### src/inc/lcdreg_pkg.sv
// Shared constants and types for the display control register bank and its host controller.
package lcdreg_pkg;
  // **********
  // Register offsets and reset values
  // **********
  localparam logic [7:0] REG_DISP = 8'h09;
  localparam logic [7:0] REG_ATTR = 8'h0A;
  localparam logic [7:0] REG_S1_LO = 8'h0B;
  localparam logic [7:0] REG_S1_HI = 8'h0C;
  localparam logic [7:0] REG_L1 = 8'h0D;
  localparam logic [7:0] REG_S2_LO = 8'h0E;
  localparam logic [7:0] REG_S2_HI = 8'h0F;
  localparam logic [7:0] REG_L2 = 8'h10;
  localparam logic [7:0] REG_SCROLL_LAST = 8'h14;
  localparam logic [7:0] RST_BYTE = 8'h00;
  localparam logic [14:0] RST_ADDR = 15'h0000;
  localparam int GATE_BIT = 7;
  // **********
  // Indirect command codes
  // **********
  localparam logic [7:0] CMD_DISP_OFF = 8'h10;
  localparam logic [7:0] CMD_DISP_ON = 8'h11;
  localparam logic [7:0] CMD_SCROLL = 8'h20;
  // **********
  // Flash timing
  // **********
  localparam int FLASH_SLOW_BIT = 4;
  localparam int FLASH_FAST_BIT = 1;
  localparam logic [4:0] CUR_SLOW_ON = 5'h16;
  localparam logic [5:0] CUR_VSLOW_ON = 6'h2D;
  // **********
  // Host timing and register map
  // **********
  localparam int CLK_HZ = 50000000;
  localparam int OFF_WAIT_MS = 50;
  localparam int OFF_WAIT_CYC = OFF_WAIT_MS * (CLK_HZ / 1000);
  localparam logic [3:0] HOST_REQ = 4'h0;
  localparam logic [3:0] HOST_STAT = 4'h4;
  localparam logic [1:0] RESP_OKAY = 2'h0;
  localparam logic [1:0] RESP_SLVERR = 2'h2;
  typedef enum logic [1:0] {
    KIND_REG = 2'b00,
    KIND_CMD = 2'b01,
    KIND_PAR = 2'b10,
    KIND_MEM = 2'b11
  } lcdreg_kind_type;
  typedef enum logic [1:0] {
    ST_IDLE = 2'b00,
    ST_HOLD = 2'b01,
    ST_SEND = 2'b10,
    ST_WAIT = 2'b11
  } lcdreg_state_type;
endpackage

### src/inc/lcdreg_link_if.sv
// Parallel host link between the controller and the display control register bank.
`timescale 1ns/1ps
interface lcdreg_link_if (
  input wire logic core_clk
);
  logic stb;
  logic wr;
  lcdreg_pkg::lcdreg_kind_type kind;
  logic [7:0] addr;
  logic [7:0] wdata;
  logic [7:0] rdata;
  logic ack;
  modport dev (
    input stb,
    input wr,
    input kind,
    input addr,
    input wdata,
    output rdata,
    output ack
  );
  modport host (
    output stb,
    output wr,
    output kind,
    output addr,
    output wdata,
    input rdata,
    input ack
  );
endinterface

### src/rtl/lcdreg_flash.sv
// Frame counter and visibility decode for screen blocks and cursor.
`timescale 1ns/1ps
module lcdreg_flash (
  input wire logic core_clk,
  input wire logic nrst,
  input wire logic frame_tick,
  input wire logic enable,
  input wire logic dual_panel,
  input wire logic [7:0] attr,
  output logic blk1_vis,
  output logic blk2_vis,
  output logic blk3_vis,
  output logic blk4_vis,
  output logic cursor_vis
);
  logic [5:0] cnt_reg;

  function automatic logic blk_vis(input logic [1:0] a, input logic [5:0] c);
    case (a)
      2'b00: blk_vis = 1'b0;
      2'b01: blk_vis = 1'b1;
      2'b10: blk_vis = ~c[lcdreg_pkg::FLASH_SLOW_BIT];
      default: blk_vis = ~c[lcdreg_pkg::FLASH_FAST_BIT];
    endcase
  endfunction

  // **********
  // Frame counter
  // **********
  always_ff @(posedge core_clk or negedge nrst) begin
    if (!nrst) begin
      cnt_reg <= 6'h00;
    end else if (frame_tick) begin
      cnt_reg <= cnt_reg + 6'h01;
    end
  end

  // **********
  // Visibility
  // **********
  always_ff @(posedge core_clk or negedge nrst) begin
    if (!nrst) begin
      blk1_vis <= 1'b0;
      blk2_vis <= 1'b0;
      blk3_vis <= 1'b0;
      blk4_vis <= 1'b0;
      cursor_vis <= 1'b0;
    end else begin
      blk3_vis <= enable & blk_vis(attr[7:6], cnt_reg);
      blk2_vis <= enable & blk_vis(attr[5:4], cnt_reg);
      blk4_vis <= enable & dual_panel & blk_vis(attr[5:4], cnt_reg);
      blk1_vis <= enable & blk_vis(attr[3:2], cnt_reg);
      case (attr[1:0])
        2'b00: cursor_vis <= 1'b0;
        2'b01: cursor_vis <= enable;
        2'b10: cursor_vis <= enable & (cnt_reg[4:0] < lcdreg_pkg::CUR_SLOW_ON);
        default: cursor_vis <= enable & (cnt_reg < lcdreg_pkg::CUR_VSLOW_ON);
      endcase
    end
  end
endmodule // lcdreg_flash

### src/rtl/lcdreg_dev.sv
// Display control register bank: enable, attributes, block start addresses and sizes.
`timescale 1ns/1ps
// Notes on behaviour
// - Enable bit switches whole panel output.
// - Enable off overrides every attribute setting.
// - Host waits 50 ms after its own turn-off before re-enabling; power save entry is not timed.
// - Third block attribute: blank, steady, flashes.
// - Second block attribute also drives fourth.
// - First block attribute uses same encoding.
// - Cursor attribute: blank, steady, slow flashes.
// - Flashing cursor shown seventy percent.
// - Memory write enables cursor and advances.
// - Memory read advances, leaves cursor off.
// - Block one start is fifteen bits.
// - Low byte first; high byte commits.
// - Gate bit defers commit to permit.
// - Block one size holds lines minus one.
// - On/off command parameters load attributes.
// - Scroll command parameters load start registers.
// - Power save entry clears enable bit.
module lcdreg_dev (
  input wire logic core_clk,
  input wire logic nrst,
  lcdreg_link_if.dev lk,
  input wire logic frame_tick,
  input wire logic dual_panel,
  input wire logic scroll_permit,
  input wire logic pwr_save,
  output logic blk1_vis,
  output logic blk2_vis,
  output logic blk3_vis,
  output logic blk4_vis,
  output logic cursor_vis,
  output logic panel_on,
  output logic [14:0] block1_start,
  output logic [14:0] block2_start,
  output logic [7:0] block1_lines,
  output logic [7:0] block2_lines,
  output logic [14:0] cursor_addr
);
  logic disp_on_reg;
  logic [7:0] attr_reg;
  logic [7:0] s1_lo_reg;
  logic [7:0] s1_hi_reg;
  logic [7:0] s2_lo_reg;
  logic [7:0] s2_hi_reg;
  logic [7:0] l1_reg;
  logic [7:0] l2_reg;
  logic [14:0] live1_reg;
  logic [14:0] live2_reg;
  logic pend1_reg;
  logic pend2_reg;
  logic [7:0] par_ptr_reg;
  logic [7:0] par_end_reg;
  logic [14:0] cur_reg;
  logic pwr_q_reg;
  logic ack_reg;
  logic [7:0] rdata_reg;
  logic reg_wr;
  logic par_wr;
  logic cmd_wr;
  logic mem_acc;
  logic w_en;
  logic [7:0] w_addr;
  logic commit1;
  logic commit2;

  function automatic logic [7:0] rd_mux(input logic [7:0] a);
    case (a)
      lcdreg_pkg::REG_DISP: rd_mux = {7'h00, disp_on_reg};
      lcdreg_pkg::REG_ATTR: rd_mux = attr_reg;
      lcdreg_pkg::REG_S1_LO: rd_mux = s1_lo_reg;
      lcdreg_pkg::REG_S1_HI: rd_mux = s1_hi_reg;
      lcdreg_pkg::REG_L1: rd_mux = l1_reg;
      lcdreg_pkg::REG_S2_LO: rd_mux = s2_lo_reg;
      lcdreg_pkg::REG_S2_HI: rd_mux = s2_hi_reg;
      lcdreg_pkg::REG_L2: rd_mux = l2_reg;
      default: rd_mux = 8'h00;
    endcase
  endfunction

  // **********
  // Request decode
  // **********
  // Bytes past a command's list are dropped, so they cannot spill elsewhere.
  always_comb begin
    reg_wr = lk.stb & lk.wr & (lk.kind == lcdreg_pkg::KIND_REG);
    cmd_wr = lk.stb & lk.wr & (lk.kind == lcdreg_pkg::KIND_CMD);
    par_wr = lk.stb & lk.wr & (lk.kind == lcdreg_pkg::KIND_PAR) & (par_ptr_reg <= par_end_reg);
    mem_acc = lk.stb & (lk.kind == lcdreg_pkg::KIND_MEM);
    w_en = reg_wr | par_wr;
    w_addr = par_wr ? par_ptr_reg : lk.addr;
    commit1 = pend1_reg & (~s1_hi_reg[lcdreg_pkg::GATE_BIT] | scroll_permit);
    commit2 = pend2_reg & (~s2_hi_reg[lcdreg_pkg::GATE_BIT] | scroll_permit);
  end

  // **********
  // Link answer
  // **********
  always_ff @(posedge core_clk or negedge nrst) begin
    if (!nrst) begin
      ack_reg <= 1'b0;
      rdata_reg <= lcdreg_pkg::RST_BYTE;
    end else begin
      ack_reg <= lk.stb;
      if (lk.stb && !lk.wr && lk.kind == lcdreg_pkg::KIND_REG) begin
        rdata_reg <= rd_mux(lk.addr);
      end else if (lk.stb) begin
        rdata_reg <= lcdreg_pkg::RST_BYTE;
      end
    end
  end
  assign lk.ack = ack_reg;
  assign lk.rdata = rdata_reg;

  // **********
  // Display enable
  // **********
  always_ff @(posedge core_clk or negedge nrst) begin
    if (!nrst) begin
      disp_on_reg <= 1'b0;
      pwr_q_reg <= 1'b0;
    end else begin
      pwr_q_reg <= pwr_save;
      if (pwr_save && !pwr_q_reg) begin
        disp_on_reg <= 1'b0;
      end else if (w_en && w_addr == lcdreg_pkg::REG_DISP) begin
        disp_on_reg <= lk.wdata[0];
      end else if (cmd_wr && lk.addr == lcdreg_pkg::CMD_DISP_ON) begin
        disp_on_reg <= 1'b1;
      end else if (cmd_wr && lk.addr == lcdreg_pkg::CMD_DISP_OFF) begin
        disp_on_reg <= 1'b0;
      end
    end
  end
  assign panel_on = disp_on_reg;

  // **********
  // Indirect parameter pointer
  // **********
  always_ff @(posedge core_clk or negedge nrst) begin
    if (!nrst) begin
      par_ptr_reg <= 8'h01;
      par_end_reg <= 8'h00;
    end else if (cmd_wr) begin
      case (lk.addr)
        lcdreg_pkg::CMD_DISP_ON, lcdreg_pkg::CMD_DISP_OFF: begin
          par_ptr_reg <= lcdreg_pkg::REG_ATTR;
          par_end_reg <= lcdreg_pkg::REG_ATTR;
        end
        lcdreg_pkg::CMD_SCROLL: begin
          par_ptr_reg <= lcdreg_pkg::REG_S1_LO;
          par_end_reg <= lcdreg_pkg::REG_SCROLL_LAST;
        end
        default: begin
          par_ptr_reg <= 8'h01;
          par_end_reg <= 8'h00;
        end
      endcase
    end else if (par_wr) begin
      par_ptr_reg <= par_ptr_reg + 8'h01;
    end
  end

  // **********
  // Attributes and cursor
  // **********
  always_ff @(posedge core_clk or negedge nrst) begin
    if (!nrst) begin
      attr_reg <= lcdreg_pkg::RST_BYTE;
    end else if (w_en && w_addr == lcdreg_pkg::REG_ATTR) begin
      attr_reg <= lk.wdata;
    end else if (mem_acc && lk.wr && attr_reg[1:0] == 2'b00) begin
      attr_reg[1:0] <= 2'b01;
    end
  end

  always_ff @(posedge core_clk or negedge nrst) begin
    if (!nrst) begin
      cur_reg <= lcdreg_pkg::RST_ADDR;
    end else if (mem_acc) begin
      cur_reg <= cur_reg + 15'h0001;
    end
  end
  assign cursor_addr = cur_reg;

  // **********
  // Start addresses and sizes
  // **********
  always_ff @(posedge core_clk or negedge nrst) begin
    if (!nrst) begin
      s1_lo_reg <= lcdreg_pkg::RST_BYTE;
      s1_hi_reg <= lcdreg_pkg::RST_BYTE;
      l1_reg <= lcdreg_pkg::RST_BYTE;
      s2_lo_reg <= lcdreg_pkg::RST_BYTE;
      s2_hi_reg <= lcdreg_pkg::RST_BYTE;
      l2_reg <= lcdreg_pkg::RST_BYTE;
    end else if (w_en) begin
      case (w_addr)
        lcdreg_pkg::REG_S1_LO: s1_lo_reg <= lk.wdata;
        lcdreg_pkg::REG_S1_HI: s1_hi_reg <= lk.wdata;
        lcdreg_pkg::REG_L1: l1_reg <= lk.wdata;
        lcdreg_pkg::REG_S2_LO: s2_lo_reg <= lk.wdata;
        lcdreg_pkg::REG_S2_HI: s2_hi_reg <= lk.wdata;
        lcdreg_pkg::REG_L2: l2_reg <= lk.wdata;
        default: ;
      endcase
    end
  end
  assign block1_lines = l1_reg;
  assign block2_lines = l2_reg;

  // A new high byte beats a same-cycle commit, so it is never lost.
  always_ff @(posedge core_clk or negedge nrst) begin
    if (!nrst) begin
      pend1_reg <= 1'b0;
      live1_reg <= lcdreg_pkg::RST_ADDR;
    end else begin
      if (w_en && w_addr == lcdreg_pkg::REG_S1_HI) begin
        pend1_reg <= 1'b1;
      end else if (commit1) begin
        pend1_reg <= 1'b0;
      end
      if (commit1) begin
        live1_reg <= {s1_hi_reg[6:0], s1_lo_reg};
      end
    end
  end

  always_ff @(posedge core_clk or negedge nrst) begin
    if (!nrst) begin
      pend2_reg <= 1'b0;
      live2_reg <= lcdreg_pkg::RST_ADDR;
    end else begin
      if (w_en && w_addr == lcdreg_pkg::REG_S2_HI) begin
        pend2_reg <= 1'b1;
      end else if (commit2) begin
        pend2_reg <= 1'b0;
      end
      if (commit2) begin
        live2_reg <= {s2_hi_reg[6:0], s2_lo_reg};
      end
    end
  end
  assign block1_start = live1_reg;
  assign block2_start = live2_reg;

  // **********
  // Panel visibility
  // **********
  lcdreg_flash i_lcdreg_flash (
    .core_clk(core_clk),
    .nrst(nrst),
    .frame_tick(frame_tick),
    .enable(disp_on_reg),
    .dual_panel(dual_panel),
    .attr(attr_reg),
    .blk1_vis(blk1_vis),
    .blk2_vis(blk2_vis),
    .blk3_vis(blk3_vis),
    .blk4_vis(blk4_vis),
    .cursor_vis(cursor_vis)
  );
endmodule // lcdreg_dev

### src/flat_wrapper.sv
// flat-port wrapper written by rule: the top's interface ports become plain ports
module lcdreg_dev_flat 
  (core_clk, nrst, frame_tick, dual_panel, scroll_permit, pwr_save, blk1_vis, blk2_vis, blk3_vis, blk4_vis, cursor_vis, panel_on, block1_start, block2_start, block1_lines, block2_lines, cursor_addr, lk_stb, lk_wr, lk_kind, lk_addr, lk_wdata, lk_rdata, lk_ack);
  lcdreg_link_if lk_i (.core_clk(core_clk));
  input wire logic core_clk;
  input wire logic nrst;
  input wire logic frame_tick;
  input wire logic dual_panel;
  input wire logic scroll_permit;
  input wire logic pwr_save;
  output logic blk1_vis;
  output logic blk2_vis;
  output logic blk3_vis;
  output logic blk4_vis;
  output logic cursor_vis;
  output logic panel_on;
  output logic [14:0] block1_start;
  output logic [14:0] block2_start;
  output logic [7:0] block1_lines;
  output logic [7:0] block2_lines;
  output logic [14:0] cursor_addr;
  input wire logic [$bits(lk_i.stb)-1:0] lk_stb;
  input wire logic [$bits(lk_i.wr)-1:0] lk_wr;
  input wire logic [$bits(lk_i.kind)-1:0] lk_kind;
  input wire logic [$bits(lk_i.addr)-1:0] lk_addr;
  input wire logic [$bits(lk_i.wdata)-1:0] lk_wdata;
  output wire logic [$bits(lk_i.rdata)-1:0] lk_rdata;
  output wire logic [$bits(lk_i.ack)-1:0] lk_ack;
  assign lk_i.stb = lk_stb;
  assign lk_i.wr = lk_wr;
  assign lk_i.kind = lk_kind;
  assign lk_i.addr = lk_addr;
  assign lk_i.wdata = lk_wdata;
  assign lk_rdata = lk_i.rdata;
  assign lk_ack = lk_i.ack;
  lcdreg_dev u_core (.core_clk(core_clk), .nrst(nrst), .lk(lk_i), .frame_tick(frame_tick), .dual_panel(dual_panel), .scroll_permit(scroll_permit), .pwr_save(pwr_save), .blk1_vis(blk1_vis), .blk2_vis(blk2_vis), .blk3_vis(blk3_vis), .blk4_vis(blk4_vis), .cursor_vis(cursor_vis), .panel_on(panel_on), .block1_start(block1_start), .block2_start(block2_start), .block1_lines(block1_lines), .block2_lines(block2_lines), .cursor_addr(cursor_addr));
endmodule
### config.mk
export PLATFORM = sky130hd
export DESIGN_NAME = lcdreg_dev_flat
export DESIGN_NICKNAME = d
export VERILOG_FILES = /design/src/inc/lcdreg_pkg.sv /design/src/inc/lcdreg_link_if.sv /design/src/rtl/lcdreg_flash.sv /design/src/rtl/lcdreg_dev.sv /design/src/flat_wrapper.sv
export SDC_FILE = /design/constraint.sdc
export NUM_CORES = 1
export LEC_CHECK = 0
export BUFFER_PORTS_ARGS = -buffer_cell sky130_fd_sc_hd__buf_2
export CAP_MARGIN = 20
export CORE_MARGIN = 3
export CORE_UTILIZATION = 60
export CTS_BUF_LIST = sky130_fd_sc_hd__clkbuf_8 sky130_fd_sc_hd__clkbuf_16
export CTS_CLUSTER_DIAMETER = 50
export DETAILED_ROUTE_END_ITERATION = 8
export HOLD_SLACK_MARGIN = 0.08
export PLACE_DENSITY = 0.94
export SLEW_MARGIN = 0
export SYNTH_ARGS = -nofsm -noshare
export SYNTH_HDL_FRONTEND = slang
export SYNTH_SLANG_ARGS = --single-unit
### constraint.sdc
create_clock -name core_clk -period 3.86 [get_ports core_clk]
set_input_delay 0.193 -clock core_clk [delete_from_list [all_inputs] [get_ports core_clk]]
set_output_delay 0.193 -clock core_clk [all_outputs]
set_load 0.02 [all_outputs]
; After elaboration in Yosys (flattened, before gate mapping)
; Index checks and enable logic that the tools add are counted.
; Widths: inputs -> output; s select.
[classes]
eq_ne = 29
n_mux = 22
order_cmp = 3
bitwise = 22
n_reduce_logical = 31
n_addsub = 3
[ops]
columns = cell, count
row1 = $eq 8x4->1 const B, 14
row2 = $pmux 8 s8, 1
row3 = $mux 8, 5
row4 = $eq 8x5->1 const B, 3
row5 = $add 15x1->15 const B, 1
row6 = $and 1x1->1, 15
row7 = $eq 2x2->1 const B, 6
row8 = $pmux 1 s3, 4
row9 = $reduce_and 2->1, 6
row10 = $logic_and 1x1->1, 11
row11 = $eq 2x1->1 const B, 5
row12 = $logic_not 2->1, 5
row13 = $pmux 5 s2, 1
row14 = $reduce_bool 2->1, 5
row15 = $add 8x1->8 const B, 1
row16 = $eq 8x6->1 const B, 1
row17 = $le 8x8->1, 1
row18 = $mux 1, 8
row19 = $pmux 4 s2, 1
row20 = $add 6x1->6 const B, 1
row21 = $lt 6x6->1 const B, 1
row22 = $lt 5x5->1 const B, 1
row23 = $mux 2, 2
row24 = $not 1->1, 4
row25 = other kinds (4), 7
[totals]
reg_bits = 141
elab_cells = 135
out_inout_bits = 76
inputBits = 26

; Logic depth before layout (Yosys ltp)
[depth]
depth_word = 8
mapped_depth = 8
ltp_nobuf = 7

; By module
; A second synthesis with hierarchy kept.
[unflattened]
hier_cells = 484
hier_area_um2 = 6281.0
[modules_own_cells]
columns = mod, n_inst, area_each_um2, cells_each, seq_area_each_um2
row1 = lcdreg_dev, 1, 5759.3, 436, 3104.2
row2 = lcdreg_flash, 1, 521.8, 48, 275.3

; Worst setup path before layout
; Ideal clock, no wire load.
[synth_path]
path_kind = reg2reg
startpoint = register u_core.par_ptr_reg[3]
endpoint = register u_core.s1_hi_reg[0]
path_stages_with_launch = 8
path_slack_ns = 1.403
setup_time_ns = 0.125
n_path_buf = 1
synth_period_minus_slack_ns = 2.457
arrival_ns = 2.332
required_ns = 3.735
path_cell_list = dfrtp_1 > ha_1 > a211oi_2 > and2_1 > clkbuf_4 > o2111ai_1 > a32oi_4 > mux2_2
[synth_via]
elab_chain_cells = 5
word_cells_on_any_way = 6
cone_classes = 1 x order compare / 1 x eq/ne / 1 x mux / 2 x bitwise / 1 x reduce/logical
[synth_rtl]
columns = element, line
row1 = "start, declared", lcdreg_dev.sv:53  ; logic [7:0] par_ptr_reg;
row2 = "start signal, assigned", lcdreg_dev.sv:148  ; par_ptr_reg <= lcdreg_pkg::REG_ATTR;
row3 = "start signal, assigned", lcdreg_dev.sv:152  ; par_ptr_reg <= lcdreg_pkg::REG_S1_LO;
row4 = "start signal, assigned", lcdreg_dev.sv:161  ; par_ptr_reg <= par_ptr_reg + 8'h01;
row5 = $le 8x8->1, lcdreg_dev.sv:89  ; par_wr = lk.stb & lk.wr & (lk.kind == lcdreg_pkg::KIND_PAR) & (par_ptr_reg <= par_end_reg);
row6 = $and 1x1->1, lcdreg_dev.sv:89
row7 = $mux 8, lcdreg_dev.sv:92  ; w_addr = par_wr ? par_ptr_reg : lk.addr;
row8 = $eq 8x4->1, lcdreg_dev.sv:199  ; case (w_addr)
row9 = $reduce_and 2->1 (no line) *, n/a
row10 = "end signal, assigned", lcdreg_dev.sv:193  ; s1_hi_reg <= lcdreg_pkg::RST_BYTE;
row11 = "end signal, assigned", lcdreg_dev.sv:201  ; lcdreg_pkg::REG_S1_HI: s1_hi_reg <= lk.wdata;
row12 = "end, declared", lcdreg_dev.sv:44  ; logic [7:0] s1_hi_reg;
; Mark *: on every way between the ends. The rest lies on a longest branch, timed or not.
; A chain may end at the register's enable or synchronous reset.

; Worst setup path in the final report
[layout_path]
startpoint = register u_core.par_ptr_reg[3]
endpoint = register u_core.s1_hi_reg[3]
; Same word-level chain as after synthesis.

==> impl_metrics.csv <==
group,metric,value,unit
run_status,status,"finished, final reports clean",
floorplan,core,10460,sq um
sta,worstMarginPinSlew,0.8292,ns
power,leakagePower,3.835,nW
cts,cts-root-buf,"clkbuf_8",
sta,finalClockSkew,0.007873,ns
layout,drive_gt1_share,39.22,%
place,hpwl,11260,microns
cts,postCtsSetupBuffers,0,
sta,finalCritPeriodShare,76.32,%
layout,fin_util,74.98,%
floorplan,rows,37,
global_route,antenna_found_initial,1,
synth,syn_inst,507,
floorplan,die_area,12150,sq um
setup_path,critPathRequiredTime,4.27,ns
layout,final_nets,662,
floorplan,die_w,110.2,microns
synth,synth.distinct_cells,67,
synth,synth_area,6518,sq um
power,peakVddDrop,0.2960,mV
layout,n_antenna_cell,0,
detailed_routing,detail-route-antenna-nets,0,
setup_path,startpoint_type,"register",
detailed_routing,wire_per_inst,21.27,microns
detailed_routing,vias,4863,
layout,finalNonFillerCells,776,
power,power_density,484.9,nW/um^2
sta,maxSlewHeadroom,44.72,%
setup_path,end_kind,"register",
sta,fin_setup_tns,0,ns
synth,synthTopCellsByArea,"dfrtp_1, mux2_2, xnor2_1, mux4_2, a22oi_4",
detailed_routing,wirelength,16500,microns
floorplan,boundaryPins,102,
sta,rsz0062_at_grt,"false",
place,dp_cells,730,
global_route,grt_pass1_vias,5044,
setup_path,path_buf_inv,0,
setup_path,max_stage_delay,0.53,ns
synth,synth_nets,541,
synth,ys_seq_area_share,51.85,%
floorplan,start_util,62.29,%
synth,async_reset_ff_share,100.0,%
job,max_cap_violations,0,
sta,hold_viol,0,
setup_path,worstPathCellList,"ha_1 -> a211oi_2 -> and2_1 -> o2111ai_1 -> a32oi_4 -> mux2_2",
synth,yosys.area.top_type,"dfrtp_1",
sta,finalMaxSlewViolations,0,
cts,cts_tree,"done",
global_route,grt_use_total,28.67,%
global_route,grt_pass1_wl,26140,microns
setup_path,cp.arrival,3.36,ns
synth,synth_edf_count,0,
global_route,grt_max_degree,109,
synth,yosysTopAreaCellShare,51.45,%
place,port_buffers,101,
sta,setup_viol,0,
cts,clkLatencyLatePin,0.53,ns
detailed_routing,drc,0,
cts,clockBufferDepth,2,
sta,fmax,339.5,MHz
sta,period_needed,2.946,ns
detailed_routing,via_per_inst,6.267,
setup_path,crit_fanout,11,
detailed_routing,first_pass_iters,8,
setup_path,worstSetupPathType,"register to register",
place,gp_congestion,0.8997,
cts,cts.clk_slew.worst_paths,0.06,ns
synth,synth_seq_cells,135,
floorplan,die_h,110.2,microns
cts,cts.htree.levels,4,
setup_path,cpLargestDelayFamily,"compound AO/OA/AOI/OAI gates",
min_path,hold_class,"input pin to register",
global_route,overflow,0,
synth,yosys_most_used_dff,"dfrtp_1",
synth,syn_area_per_cell,12.86,sq um
cts,numCtsBuffers,17,
layout,synthToLayoutAreaGrowth,20.37,%
setup_path,cp_slowest_cell,"and2_1",
cts,clock_sinks,135,
detailed_routing,drtIter0Drc,424,
synth,yosys_warnings,0,
## report_power, final
part           switching [mW]  internal (mW)
sequential              0.165           1.52
clock                   0.616          0.928
combinational           0.359          0.213
total                    1.14           2.66
## final cells by class
cell class / instances / area [sq um]
Tap cell: 136 / 170.2
Timing Repair Buffer: 119 / 693.2
Clock inverter: 13 / 131.4
Multi-Input combinational cell: 329 / 2945
Fill cell: 648 / 2618
Clock buffer: 18 / 427.9
Inverter: 26 / 97.59
Sequential cell: 135 / 3379
## metrics by stage
step	setup WS (ns)	power, mW	area [sq um]	hold slack (ns)
after floorplan	1.403	2.066	6518	-0.1026
after global placement	1.049	2.210	7136	0.1283
after detailed placement	0.9581	2.249	7136	0.1334
after CTS	0.9372	3.799	7845	0.1000
after global routing	0.7581	3.941	7845	0.1333
final	0.9142	3.804	7845	0.1165
## worst paths after layout
kind / start / endpoint / depth (start not counted) / slack (ns)
max: u_core.par_ptr_reg[3]$_DFFE_PN0P_ / u_core.s1_hi_reg[3]$_DFFE_PN0P_ / 6 / 0.91
max in group asynchronous: nrst / u_core.block1_start[2]$_DFFE_PN0P_ / 3 / 2.83
min: lk_kind[1] / u_core.par_ptr_reg[2]$_DFFE_PN0P_ / 3 / 0.12
min reg2reg: u_core.cursor_addr[14]$_DFFE_PN0P_ / u_core.cursor_addr[14]$_DFFE_PN0P_ / 1 / 0.47
min in group asynchronous: nrst / u_core.cursor_addr[4]$_DFFE_PN0P_ / 2 / 0.13
max reg2reg: u_core.par_ptr_reg[3]$_DFFE_PN0P_ / u_core.s1_hi_reg[3]$_DFFE_PN0P_ / 6 / 0.91
## cell usage after synthesis, types with 4 or more instances
cell type and n:
nand2_1 22, mux2i_1 8, nand4_1 5, a22oi_1 5
a32oi_1 8, mux2_2 84, dfrtp_1 134, a21oi_1 19
clkbuf_1 9, mux4_2 5, xor2_1 7, xnor2_1 14
o21ai_0 8, o22ai_1 9, ha_1 8, a22oi_4 5
nand2b_1 4, nor2b_1 8, nand3_1 11, nor2_1 18
and2_1 5, o22a_1 9, nor3b_1 6, buf_2 4
inv_1 26
## worst min-delay path, cell delays in order
cell and delay (ns):
buf_2 0.17, nor3b_1 0.13, nor2_1 0.11
## layout by cell type, fill, tap and decap left out, types with 5 or more instances in the layout
cell type and n:
ha_1 8, dfrtp_1 134, o22ai_1 9, inv_1 27, mux4_2 5, nand2_1 22
dlygate4sd3_1 15, o22a_1 9, mux2_2 84, xor2_1 7, xnor2_1 14, nand4_1 5
nand3_1 11, nor2b_1 8, mux2i_1 8, and2_1 5, buf_2 100, nor3b_1 6
o21ai_0 8, clkinv_2 5, clkbuf_16 16, a21oi_1 19, a22oi_4 5, nor2_1 18
a32oi_1 8, a22oi_1 5
## timing repair
| action | in CTS | in global routing |
|---|---|---|
| gates resized for setup | 0 | 0 |
| endpoints found under the setup margin | 0 | 0 |
| hold endpoints to repair | 119 | 0 |
| hold buffers | 15 | 0 |
## routing by layer
layer  global-route usage [%]  vias to the layer above  wire length [microns]
met5                        0                        -                     13
met4                    13.02                        2                    397
met3                    7.280                       39                   1221
met2                    46.27                      222                   8019
met1                    36.66                     2474                   6851
li1                         -                     2126                      -
## kinds of logic after synthesis
| family | count (synthesis) | share of synthesized area, % |
|---|---|---|
| compound gates | 92 | 12.38 |
| flops | 135 | 51.85 |
| buf+inv | 43 | 2.956 |
| fa+ha+maj | 8 | 1.536 |
| mux | 100 | 17.99 |
| xor+xnor | 21 | 2.822 |
| simple gates | 108 | 10.46 |
(Power assumes the default switching activity.)
